File: config.mk
export PLATFORM = sky130hd
export DESIGN_NAME = sis_irq_frame_ctrl
export DESIGN_NICKNAME = d
export VERILOG_FILES = /design/src/logic/sis_pkg.sv /design/src/logic/sis_irq_frame_ctrl.sv
export SDC_FILE = /design/constraint.sdc
export NUM_CORES = 1
export LEC_CHECK = 0
export BUFFER_PORTS_ARGS = -buffer_cell sky130_fd_sc_hd__clkbuf_2
export CAP_MARGIN = 20
export CORE_AREA = 4 4 111 71
export CTS_BUF_LIST = sky130_fd_sc_hd__clkbuf_8
export CTS_CLUSTER_DIAMETER = 40
export CTS_CLUSTER_SIZE = 12
export DETAILED_ROUTE_END_ITERATION = 10
export DIE_AREA = 0 0 115 75
export PLACE_DENSITY = 0.94
export SYNTH_ARGS = -nofsm -noshare
export SYNTH_HDL_FRONTEND = slang
export SYNTH_SLANG_ARGS = --single-unit
File: constraint.sdc
create_clock -name core_clk -period 4.2 [get_ports core_clk]
set_input_delay 1.05 -clock core_clk [delete_from_list [all_inputs] [get_ports core_clk]]
set_output_delay 1.05 -clock core_clk [all_outputs]
set_load 0.01 [all_outputs]
File: src/logic/sis_pkg.sv
package sis_pkg;

  // ------------------------------------------------------------------
  // bus geometry
  // ------------------------------------------------------------------
  localparam int ADR_W  = 4;
  localparam int ADR_LSB = 2;
  localparam int DAT_W  = 32;
  localparam int IDX_W  = ADR_W - ADR_LSB;

  // word index of each register (byte address = 4 * index)
  localparam logic [IDX_W-1:0] IDX_MASKED = 2'h0;
  localparam logic [IDX_W-1:0] IDX_RAW    = 2'h1;
  localparam logic [IDX_W-1:0] IDX_CFG    = 2'h2;
  localparam logic [IDX_W-1:0] IDX_IRQEN  = 2'h3;

  // ------------------------------------------------------------------
  // field layout
  // ------------------------------------------------------------------
  localparam int RAW_W      = 6;
  localparam int SRC_W      = 4;
  localparam int BIT_SSREL  = 5;
  localparam int BIT_CMD    = 4;
  localparam int CFG_FCDIS  = 2;
  localparam int CFG_DISC   = 1;
  localparam int CFG_STAT   = 0;
  localparam int EN_LSB     = 4;
  localparam int EN_MSB     = 7;
  localparam int STICKY_LSB = 4;
  localparam int STICKY_MSB = 5;
  localparam logic [RAW_W-1:0] CFG_WMASK = 6'h37;

  // ------------------------------------------------------------------
  // counters and synchronisers
  // ------------------------------------------------------------------
  localparam int CNT_W  = 8;
  localparam int SYNC_N = 3;
  localparam logic [CNT_W-1:0] CNT_ONE = 8'h01;

  typedef struct packed {
    logic [SYNC_N-1:0] sclkSync;
    logic [SYNC_N-1:0] ssSync;
    logic              sclkLvl;
    logic              ssLvl;
    logic [CNT_W-1:0]  bitCnt;
    logic [CNT_W-1:0]  cmdCnt;
    logic [CNT_W-1:0]  frmCnt;
    logic [CNT_W-1:0]  gapCnt;
    logic              firstFrame;
    logic [RAW_W-1:0]  raw;
    logic [SRC_W-1:0]  irqEn;
    logic [RAW_W-1:0]  cfg;
    logic              wbAck;
    logic [DAT_W-1:0]  wbDat;
    logic              irq;
    logic              pause;
    logic              rxDiscard;
    logic              txStatusSel;
    logic              frameDone;
  } sis_state_type;

  // slave select idles high in the default polarity
  localparam sis_state_type SIS_STATE_RST = '{ssSync: 3'h7, ssLvl: 1'b1, default: '0};

endpackage

File: src/logic/sis_irq_frame_ctrl.sv
// Local design decisions: the Wishbone slave port and the address map.
`timescale 1ns/1ps

// Overview of operation
// - masked status register is read-only; writes to it change nothing
// - masked bits 3..0 are raw bits ANDed with enables at bits 7..4
// - masked bit 3 is tx under-run raw AND its enable; resets low
// - masked bit 2 is rx overflow raw AND its enable; resets low
// - masked bit 1 is rx ready raw AND its enable; resets low
// - masked bit 0 is tx complete raw AND its enable; resets low
// - masked bits 5 and 4 read high while those interrupts are active
// - raw bit 5 sets when slave select 0 goes from active to inactive
// - raw bit 4 sets when command-size frames arrive within one select
// - raw bits 3..0 read-only, reset low, layout under-run, overflow, ready, done
// - frame counter enabled: at its limit the transfer pauses
// - frame counter disabled: counter idle, transmit runs until FIFO empty
// - first-frame discard drops the first frame after select goes active
// - status-first-frame sends hardware status as first slave frame
// - command counter restarts on select release outside TI mode and on TI-mode gaps
module sis_irq_frame_ctrl
  import sis_pkg::*;
#(
  parameter int FRAME_BITS = 8,
  parameter int GAP_CYCLES = 16
) (
  // clock and reset
  input  wire logic             core_clk,
  input  wire logic             rst_n,
  // wishbone slave
  input  wire logic             wb_cyc,
  input  wire logic             wb_stb,
  input  wire logic             wb_we,
  input  wire logic [ADR_W-1:0] wb_adr,
  input  wire logic [3:0]       wb_sel,
  input  wire logic [DAT_W-1:0] wb_dat_w,
  output logic      [DAT_W-1:0] wb_dat_r,
  output logic                  wb_ack,
  // serial link pins
  input  wire logic             sclkPin,
  input  wire logic             slaveSelectLine0,
  // datapath status and settings
  input  wire logic             txUnderrunRaw,
  input  wire logic             rxOverflowRaw,
  input  wire logic             rxReadyRaw,
  input  wire logic             txCompleteRaw,
  input  wire logic [CNT_W-1:0] commandFrameCount,
  input  wire logic [CNT_W-1:0] frameCountLimit,
  input  wire logic             slaveMode,
  input  wire logic             tiMode,
  input  wire logic             clrFrameCount,
  // outputs to datapath and system
  output logic                  irqOut,
  output logic                  xferPause,
  output logic                  drainToEmpty,
  output logic                  frameDone,
  output logic                  rxDiscard,
  output logic                  txStatusSel
);

  // ------------------------------------------------------------------
  // constants and state
  // ------------------------------------------------------------------
  localparam logic [CNT_W-1:0] FRAME_LAST = CNT_W'(FRAME_BITS - 1);
  localparam logic [CNT_W-1:0] GAP_LAST   = CNT_W'(GAP_CYCLES - 1);

  sis_state_type    st_ff;
  sis_state_type    nxt_st;

  logic             wbReq;
  logic             wbWr;
  logic [IDX_W-1:0] regIdx;
  logic             sclkAgree;
  logic             sclkRise;
  logic             ssAgree;
  logic             ssChange;
  logic             ssGoAct;
  logic             ssGoIdle;
  logic             ssActive;
  logic             frameEnd;
  logic             cmdHit;
  logic             gapExpired;
  logic             cfgWrite;
  logic [CNT_W-1:0] cmdNext;
  logic [CNT_W-1:0] frmNext;
  logic [RAW_W-1:0] rawClr;
  logic [RAW_W-1:0] curMasked;
  logic [RAW_W-1:0] nxtMasked;
  logic [DAT_W-1:0] rdData;

  // ------------------------------------------------------------------
  // next-state logic
  // ------------------------------------------------------------------
  always_comb begin
    nxt_st    = st_ff;
    regIdx    = wb_adr[ADR_W-1:ADR_LSB];
    wbReq     = wb_cyc & wb_stb & ~st_ff.wbAck;
    wbWr      = wbReq & wb_we & wb_sel[0];
    cfgWrite  = wbWr & (regIdx == IDX_CFG);
    rawClr    = '0;
    rdData    = '0;

    // pin sampling: a change counts once stages two and three agree
    nxt_st.sclkSync = {st_ff.sclkSync[SYNC_N-2:0], sclkPin};
    nxt_st.ssSync   = {st_ff.ssSync[SYNC_N-2:0], slaveSelectLine0};
    sclkAgree = st_ff.sclkSync[1] == st_ff.sclkSync[2];
    ssAgree   = st_ff.ssSync[1] == st_ff.ssSync[2];
    if (sclkAgree) begin
      nxt_st.sclkLvl = st_ff.sclkSync[2];
    end
    if (ssAgree) begin
      nxt_st.ssLvl = st_ff.ssSync[2];
    end
    sclkRise = sclkAgree & st_ff.sclkSync[2] & ~st_ff.sclkLvl;
    ssChange = ssAgree & (st_ff.ssSync[2] != st_ff.ssLvl);
    // select is active low, inverted to active high in TI mode
    ssGoAct  = ssChange & (st_ff.ssSync[2] == tiMode);
    ssGoIdle = ssChange & (st_ff.ssSync[2] != tiMode);
    ssActive = st_ff.ssLvl == tiMode;

    // frame framing: TI frames run on from the sync pulse
    frameEnd = (ssActive | tiMode) & sclkRise & (st_ff.bitCnt == FRAME_LAST);
    if (ssGoAct | (ssGoIdle & ~tiMode)) begin
      nxt_st.bitCnt = '0;
    end else if ((ssActive | tiMode) & sclkRise) begin
      nxt_st.bitCnt = frameEnd ? '0 : st_ff.bitCnt + CNT_ONE;
    end

    if (ssGoAct) begin
      nxt_st.firstFrame = 1'b1;
    end else if (frameEnd | ssGoIdle) begin
      nxt_st.firstFrame = 1'b0;
    end

    // command frame counter
    cmdNext    = st_ff.cmdCnt + CNT_ONE;
    cmdHit     = frameEnd & (commandFrameCount != '0) & (cmdNext == commandFrameCount);
    gapExpired = tiMode & (st_ff.gapCnt == GAP_LAST) & (st_ff.cmdCnt != '0);
    if (ssGoAct | (ssGoIdle & ~tiMode) | gapExpired) begin
      nxt_st.cmdCnt = '0;
    end else if (frameEnd) begin
      nxt_st.cmdCnt = cmdNext;
    end
    // a TI frame train that stops for too long starts a new packet
    if (~tiMode | sclkRise | (st_ff.cmdCnt == '0)) begin
      nxt_st.gapCnt = '0;
    end else if (st_ff.gapCnt != GAP_LAST) begin
      nxt_st.gapCnt = st_ff.gapCnt + CNT_ONE;
    end

    // wishbone access: one wait state, answer registered with ack
    nxt_st.wbAck = wbReq;
    curMasked = {st_ff.raw[STICKY_MSB:STICKY_LSB] & st_ff.cfg[STICKY_MSB:STICKY_LSB],
                 st_ff.raw[SRC_W-1:0] & st_ff.irqEn};
    case (regIdx)
      IDX_MASKED: rdData = DAT_W'(curMasked);
      IDX_RAW:    rdData = DAT_W'(st_ff.raw);
      IDX_CFG:    rdData = DAT_W'(st_ff.cfg);
      IDX_IRQEN:  rdData = DAT_W'({st_ff.irqEn, {EN_LSB{1'b0}}});
      default:    rdData = '0;
    endcase
    nxt_st.wbDat = (wbReq & ~wb_we) ? rdData : '0;
    if (wbWr) begin
      case (regIdx)
        IDX_RAW: begin
          rawClr[STICKY_MSB:STICKY_LSB] = wb_dat_w[STICKY_MSB:STICKY_LSB];
        end
        IDX_CFG: begin
          nxt_st.cfg = wb_dat_w[RAW_W-1:0] & CFG_WMASK;
        end
        IDX_IRQEN: begin
          nxt_st.irqEn = wb_dat_w[EN_MSB:EN_LSB];
        end
        default: begin
          // masked status ignores writes
          nxt_st.raw = st_ff.raw;
        end
      endcase
    end

    // raw status: low four follow the datapath, top two are sticky
    nxt_st.raw[SRC_W-1:0] = {txUnderrunRaw, rxOverflowRaw,
                             rxReadyRaw, txCompleteRaw};
    // set beats a clear arriving in the same cycle
    nxt_st.raw[BIT_SSREL] = (st_ff.raw[BIT_SSREL] & ~rawClr[BIT_SSREL])
                            | ssGoIdle;
    nxt_st.raw[BIT_CMD]   = (st_ff.raw[BIT_CMD] & ~rawClr[BIT_CMD])
                            | cmdHit;

    // transfer frame counter; any config write restarts it
    frmNext = st_ff.frmCnt + CNT_ONE;
    if (nxt_st.cfg[CFG_FCDIS] | clrFrameCount | cfgWrite) begin
      nxt_st.frmCnt = '0;
      nxt_st.pause  = 1'b0;
    end else if (frameEnd & ~st_ff.pause) begin
      nxt_st.frmCnt = frmNext;
      if ((frameCountLimit != '0) & (frmNext == frameCountLimit)) begin
        nxt_st.pause = 1'b1;
      end
    end

    // first-frame handling: discard qualified with the frame-done pulse, status select held through the first frame
    nxt_st.frameDone   = frameEnd;
    nxt_st.rxDiscard   = frameEnd & st_ff.firstFrame & st_ff.cfg[CFG_DISC];
    nxt_st.txStatusSel = st_ff.cfg[CFG_STAT] & slaveMode & nxt_st.firstFrame;

    nxtMasked  = {nxt_st.raw[STICKY_MSB:STICKY_LSB] & nxt_st.cfg[STICKY_MSB:STICKY_LSB],
                  nxt_st.raw[SRC_W-1:0] & nxt_st.irqEn};
    nxt_st.irq = |nxtMasked;
  end

  // ------------------------------------------------------------------
  // state register
  // ------------------------------------------------------------------
  always_ff @(posedge core_clk or negedge rst_n) begin
    if (!rst_n) begin
      st_ff <= SIS_STATE_RST;
    end else begin
      st_ff <= nxt_st;
    end
  end

  assign wb_dat_r     = st_ff.wbDat;
  assign wb_ack       = st_ff.wbAck;
  assign irqOut       = st_ff.irq;
  assign xferPause    = st_ff.pause;
  assign drainToEmpty = st_ff.cfg[CFG_FCDIS];
  assign frameDone    = st_ff.frameDone;
  assign rxDiscard    = st_ff.rxDiscard;
  assign txStatusSel  = st_ff.txStatusSel;
endmodule

==> results of run 1 <==
[stage by stage]
step / utilization [%] / instances / area [µm²] / total power [mW]
final: 62.2 / 545 / 4330 / 1.47
after global routing: 62.2 / 545 / 4330 / 1.53
after CTS: 62.2 / 545 / 4330 / 1.48
after detailed placement: 59.2 / 529 / 4130 / 0.914
after global placement: 59.2 / 529 / 4130 / 0.904
after floorplan: - / 428 / 4030 / 0.855
[worst max-delay path by stage]
stage / to / cells past startpoint
floorplan: irqOut / 5
global placement: st_ff[52] / 7
detailed placement: txStatusSel / 7
CTS: txStatusSel / 7
global route: txStatusSel / 7
finish: txStatusSel / 7
[synthesized netlist by cell type (all sizes together) (2+ instances only)]
library cell,count,area (µm²)
o211ai,7,52.6
xnor2,26,228
or3,6,37.5
o31ai,2,15.0
nand4b,3,26.3
inv,14,52.6
a211oi,5,37.5
a21boi,2,15.0
mux2i,4,40.0
nor4b,3,38.8
xor2,13,114
and2,2,12.5
dfstp,4,105
o41ai,3,26.3
a222oi,2,20.0
clkbuf,10,37.5
o22ai,2,12.5
o21a,3,22.5
nor4,12,113
dfrtp,66,1650
o21ai,11,55.1
a21oi,15,75.1
nand3,14,70.1
nand2b,4,25.0
nor2b,2,12.5
buf,38,283
nand4,3,18.8
and3,6,37.5
mux2,8,90.1
ha,6,75.1
or4,2,15.0
nand3b,5,37.5
nand2,27,101
a31oi,5,31.3
nor3,13,70.1
nor2,41,156
a41oi,2,17.5
[where the power goes]
| group | switching, mW | internal [mW] |
|---|---|---|
| clock | 0.272 | 0.293 |
| sequential | 0.0285 | 0.711 |
| combinational | 0.0987 | 0.0653 |
| total | 0.399 | 1.07 |
[metal layers]
metal  track usage, %  wire, µm  vias up
li1                 -         -     1465
met1             29.5      3740     1516
met2             34.0      4200      131
met3             6.35       680       17
met4             8.07       142        0
met5                0         0        -
[cell families after synthesis]
kind of cell / after synthesis / share of synthesized area [%]
multiplexers: 12 / 3.30
flip-flops: 70 / 44.5
adder cells (fa/ha/maj): 7 / 2.16
AO/OA/AOI/OAI: 67 / 11.4
AND/OR/NAND/NOR: 147 / 20.5
other: 1 / 0.0950
XOR/XNOR: 39 / 8.66
buffers and inverters: 62 / 9.45
[state kept, by name (all words and copies together), names as in the netlist]
| signal | flops |
|---|---|
| txStatusSel | 1 |
| xferPause | 1 |
| frameDone | 1 |
| rxDiscard | 1 |
| wb_ack | 1 |
| wb_dat_r | 8 |
| drainToEmpty | 1 |
| st_ff | 51 |
| nxt_st | 4 |
| irqOut | 1 |
[worst max-delay path, stage by stage]
cell      delay [ns]
clkbuf_2        0.13
nor2b_1         0.30
or3_1           0.47
buf_4           0.28
o21ai_0         0.17
nand2b_1        0.24
a311oi_1        0.33
[layout make-up]
cell class | instances | area (µm²)
Inverter | 14 | 52.6
Timing Repair Buffer | 58 | 300
Tap cell | 91 | 114
Multi-Input combinational cell | 296 | 1900
Fill cell | 560 | 2640
Sequential cell | 70 | 1760
Clock inverter | 6 | 67.6
Clock buffer | 10 | 138
==> impl_metrics.toml, run 1 <==
[min_path]
whs_endpoint = "nxt_st[94]"
hold_class = "reg -> reg"
min_from = "nxt_st[93]"
hold_depth = 0

[sta]
tightest_slew_ns = 0.790
max_freq_mhz = 366
hold_viol_final = 0
setup-violations-final = 0
holdWs_ns = 0.354
rsz0062_at_grt = "no"
timing.final.max_slew_violations = 0
skew_ns = 0.0153
min_period_ns = 2.74
setup_tns_ns = 0
fin_ws_ns = 1.46
period_share_pct = 65.1
slew_headroom_pct = 46.9

[grt]
first_global_vias = 3004
grt_max_degree = 31
gr-usage-all-layers_pct = 21.8
grt_remaining_overflow = 0
grt_first_pass_wirelength_um = 14600
antenna_found_initial = 0

[final_layout]
layout_commonest_cell = "dfrtp_1"
drive_gt1_share_pct = 22.0
antenna_cells = 0
final_cell_mix = "66 x dfrtp_1, 53 x clkbuf_2, 40 x nor2_1"
areaGrowthSynthToFinish_pct = 9.77
nNetsFinal = 525

[worst_setup_path]
start_kind = "primary input"
cp.required_ns = 4.44
path_max_fanout = 10
critPathKind = "in -> reg"
crit_start = "tiMode"
r2r_slack_ns = 1.70
r2r_end = "txStatusSel"
r2r_start = "st_ff[87]"
worstPathArrival_ns = 2.98
rr_worst_depth = 6
setup.worst_path.end_class = "flip-flop"

[clock_network]
clk_latency_ns = 0.36
post_cts_resized = 0
cts_setup_buffers = 0
cts.sinks = 70
cts-root-buf = "clkbuf_8"
cts_buffers = 9
postCtsHoldBufs = 0
clk_pin_slew_ns = 0.08
clk_path_buf_depth = 2
cts_tree = "done"
htree_levels = 3

[die]
design.die.area_um2 = 8630
start_util_pct = 56.6
fp.dieH_um = 75
pin_count = 109
rows = 24
die_x_um = 115
core_area_um2 = 6970

[logic_synthesis]
netlist_instances = 405
syn_area_um2 = 3950
yosys_warnings = 0
avgSynthCellArea_um2 = 9.74
synth_seq_cells = 70
async_flop_share_pct = 100
synthFlopType = "dfrtp_1"
synth.distinct_cells = 57
ys_seq_area_share_pct = 44.5
synth_edf_count = 0

[power]
leakage_nw = 1.93
irDropWorstVdd_uv = 180
power-per-cell-area_nw_per_um2 = 339

[run_status]
status = "finished, final reports clean"

[detailed_routing]
detail_route.first_pass.iterations = 4
ant_nets = 0
vias = 3129
finalWirelength_um = 8770
drt-vias-per-instance = 5.74
drc = 0
first_iter_violations = 254
wl_per_cell_um = 16.1

[placed_design]
place_hpwl_um = 6470
globalplace.congestion = 0.878
dp_slack_ns = 1.17
io_buffers = 54

[flow_run]
maxCapViolations = 0
Power figures use the tool's default switching activity.
==> inputs of run 2 (changes only) <==
--- a/config.mk
+++ b/config.mk
@@ -5,15 +5,16 @@
 export SDC_FILE = /design/constraint.sdc
 export NUM_CORES = 1
 export LEC_CHECK = 0
+export ABC_AREA = 1
 export BUFFER_PORTS_ARGS = -buffer_cell sky130_fd_sc_hd__clkbuf_2
 export CAP_MARGIN = 20
-export CORE_AREA = 4 4 111 71
+export CORE_AREA = 4 4 122 77
 export CTS_BUF_LIST = sky130_fd_sc_hd__clkbuf_8
 export CTS_CLUSTER_DIAMETER = 40
 export CTS_CLUSTER_SIZE = 12
 export DETAILED_ROUTE_END_ITERATION = 10
-export DIE_AREA = 0 0 115 75
-export PLACE_DENSITY = 0.94
+export DIE_AREA = 0 0 126 81
+export PLACE_DENSITY = 0.84
 export SYNTH_ARGS = -nofsm -noshare
 export SYNTH_HDL_FRONTEND = slang
 export SYNTH_SLANG_ARGS = --single-unit
==> constraint.sdc (replaced) <==
create_clock -name core_clk -period 2.28 [get_ports core_clk]
set_input_delay 0.57 -clock core_clk [delete_from_list [all_inputs] [get_ports core_clk]]
set_output_delay 0.57 -clock core_clk [all_outputs]
set_load 0.01 [all_outputs]
==> run 2 against run 1 <==
Compared with the run above: non-clock buffer count shrank 2; first-iteration DRC count up 14%; flip-flop and latch count did not move; area after synthesis increased by 0.57%; hold slack got worse by 0.11 ns; largest cell class unchanged; cell count grew 22%; clock power grew 100%; via count is 8.1% higher; synthesized cell count up 22%; die area rose by 18%.
==> impl_metrics.toml, run 2 <==
[worst_setup_path]
cp_top_family = "simple AND/OR/NAND/NOR gates"
slowest_delay_ns = 0.46
setup.worst_path.end_class = "flip-flop"
slowest_stage = "dfrtp_1"
worst-path-buf-inv = 0
critPathKind = "reg -> reg"
path_max_fanout = 7
cp.required_ns = 2.56
start_kind = "flip-flop"
crit_start = "st_ff[71]"
crit_chain = "ha_1, nand3_1, o21bai_1, nand2_1, nand2_1, nand3_1, nor2_1, nand2_1, nand2_2, nand2_1, nand2_1"
r2r_start = "st_ff[71]"
crit_path_frequent_cell = "nand2_1"
worstPathArrival_ns = 2.12

[detailed_routing]
vias = 3382
wl_per_cell_um = 13.3
ant_nets = 0
finalWirelength_um = 8860
drc = 0
detail_route.first_pass.iterations = 6
drt-vias-per-instance = 5.09
first_iter_violations = 290

[final_layout]
seq_area_um2 = 1760
layout_commonest_cell = "nand2_1"
largest_reg_flops = 51
final_cell_mix = "106 x nand2_1, 66 x dfrtp_1, 57 x inv_1"
multi_input_comb_area_um2 = 1790
antenna_cells = 0
top_register = "st_ff"
areaGrowthSynthToFinish_pct = 12.1
fin_util_pct = 53.4
drive_gt1_share_pct = 21.4
fill_cells = 746
nNetsFinal = 623

[sta]
fin_ws_ns = 0.442
setup-violations-final = 0
timing.final.max_slew_violations = 0
max_freq_mhz = 544
setup_tns_ns = 0
period_share_pct = 80.6
hold_viol_final = 0
min_period_ns = 1.84
rsz0062_at_grt = "no"
skew_ns = 0.0114

[logic_synthesis]
synth_top_cell_area_share_pct = 41.6
synthTopCellsByCount = "106 x nand2_1, 66 x dfrtp_1, 57 x inv_1"
ys_seq_area_share_pct = 44.3
synth_edf_count = 0
synth_area_leaders = "dfrtp_1 42%, nand2_1 10%, buf_4 6.2%"
synth.distinct_cells = 42
synthFlopType = "dfrtp_1"
syn_area_um2 = 3970
async_flop_share_pct = 100
yosys.area.top_type = "dfrtp_1"
avgSynthCellArea_um2 = 8.03
synth_seq_cells = 70
yosys_warnings = 0
netlist_instances = 494
synth_most_common_cell = "nand2_1"

[clock_network]
cts_tree = "done"
clk_path_buf_depth = 2
postCtsHoldBufs = 0
cts-root-buf = "clkbuf_8"
htree_levels = 3
cts.sinks = 70
clk_latency_ns = 0.34
post_cts_resized = 0
clk_pin_slew_ns = 0.08
cts_setup_buffers = 0
cts_buffers = 9

[placed_design]
dp_slack_ns = 0.416
io_buffers = 54
globalplace.congestion = 0.843
place_hpwl_um = 6410

[grt]
first_global_vias = 3214
grt_remaining_overflow = 0
grt_max_degree = 71
grt_first_pass_wirelength_um = 14500
gr-usage-all-layers_pct = 17.6
antenna_found_initial = 0

[die]
design.die.area_um2 = 10200
fp.dieH_um = 81
rows = 26
pin_count = 109
die_x_um = 126
core_area_um2 = 8330
start_util_pct = 47.7

[power]
power-per-cell-area_nw_per_um2 = 635
irDropWorstVdd_uv = 343
leakage_nw = 2.18

[min_path]
hold_class = "in -> async"

[run_status]
status = "finished, final reports clean"

[flow_run]
maxCapViolations = 0
[run 2: cell families (layout without fill, tap and decap cells)]
family,count (synthesis),count (layout),synth area share (%)
buf+inv,101,136,12.9
compound gates,61,61,8.89
other cells,1,24,0.0945
mux,4,4,1.13
xor+xnor,6,6,1.32
fa+ha+maj,6,6,1.89
simple gates,245,245,29.5
flops,70,70,44.3
[run 2: report_power, final]
group / internal [mW] / switching (mW)
Clock: 0.654 / 0.500
Combinational: 0.111 / 0.210
Sequential: 1.31 / 0.0445
Total: 2.07 / 0.755
[run 2: area by class of cell]
class	instances	area share, %
inverters	64	5.40
multi-input cells	346	40.1
well taps	112	3.15
flip-flops and latches	70	39.5
repair buffers	56	6.69
clock inverters	6	2.08
clock buffers	10	3.09
[run 2: worst paths after layout]
| check | endpoint | slack (ns) | cells after the start |
|---|---|---|---|
| min in group core_clk | nxt_st[90] | 0.31 | 1 |
| max | irqOut | 0.44 | 11 |
| max in group asynchronous | nxt_st[91] | 1.70 | 2 |
| min | st_ff[77] | 0.25 | 2 |
| max reg2reg | irqOut | 0.44 | 11 |
| min reg2reg | nxt_st[94] | 0.37 | 0 |
[run 2: metrics by stage]
| stage | hold slack (ns) | area, µm² | power, mW | cells |
|---|---|---|---|---|
| after floorplan | 0.274 | 4060 | 1.59 | 517 |
| after global placement | 0.342 | 4220 | 1.67 | 648 |
| after detailed placement | 0.344 | 4220 | 1.69 | 648 |
| after CTS | 0.253 | 4450 | 2.84 | 664 |
| after global routing | 0.253 | 4450 | 2.94 | 664 |
| final | 0.247 | 4450 | 2.83 | 664 |
[run 2: layer usage]
metal  track usage, %  wire length, µm
met4             4.28               91
met5                0                0
met2             28.2             4090
met3             5.39              662
met1             23.7             4010
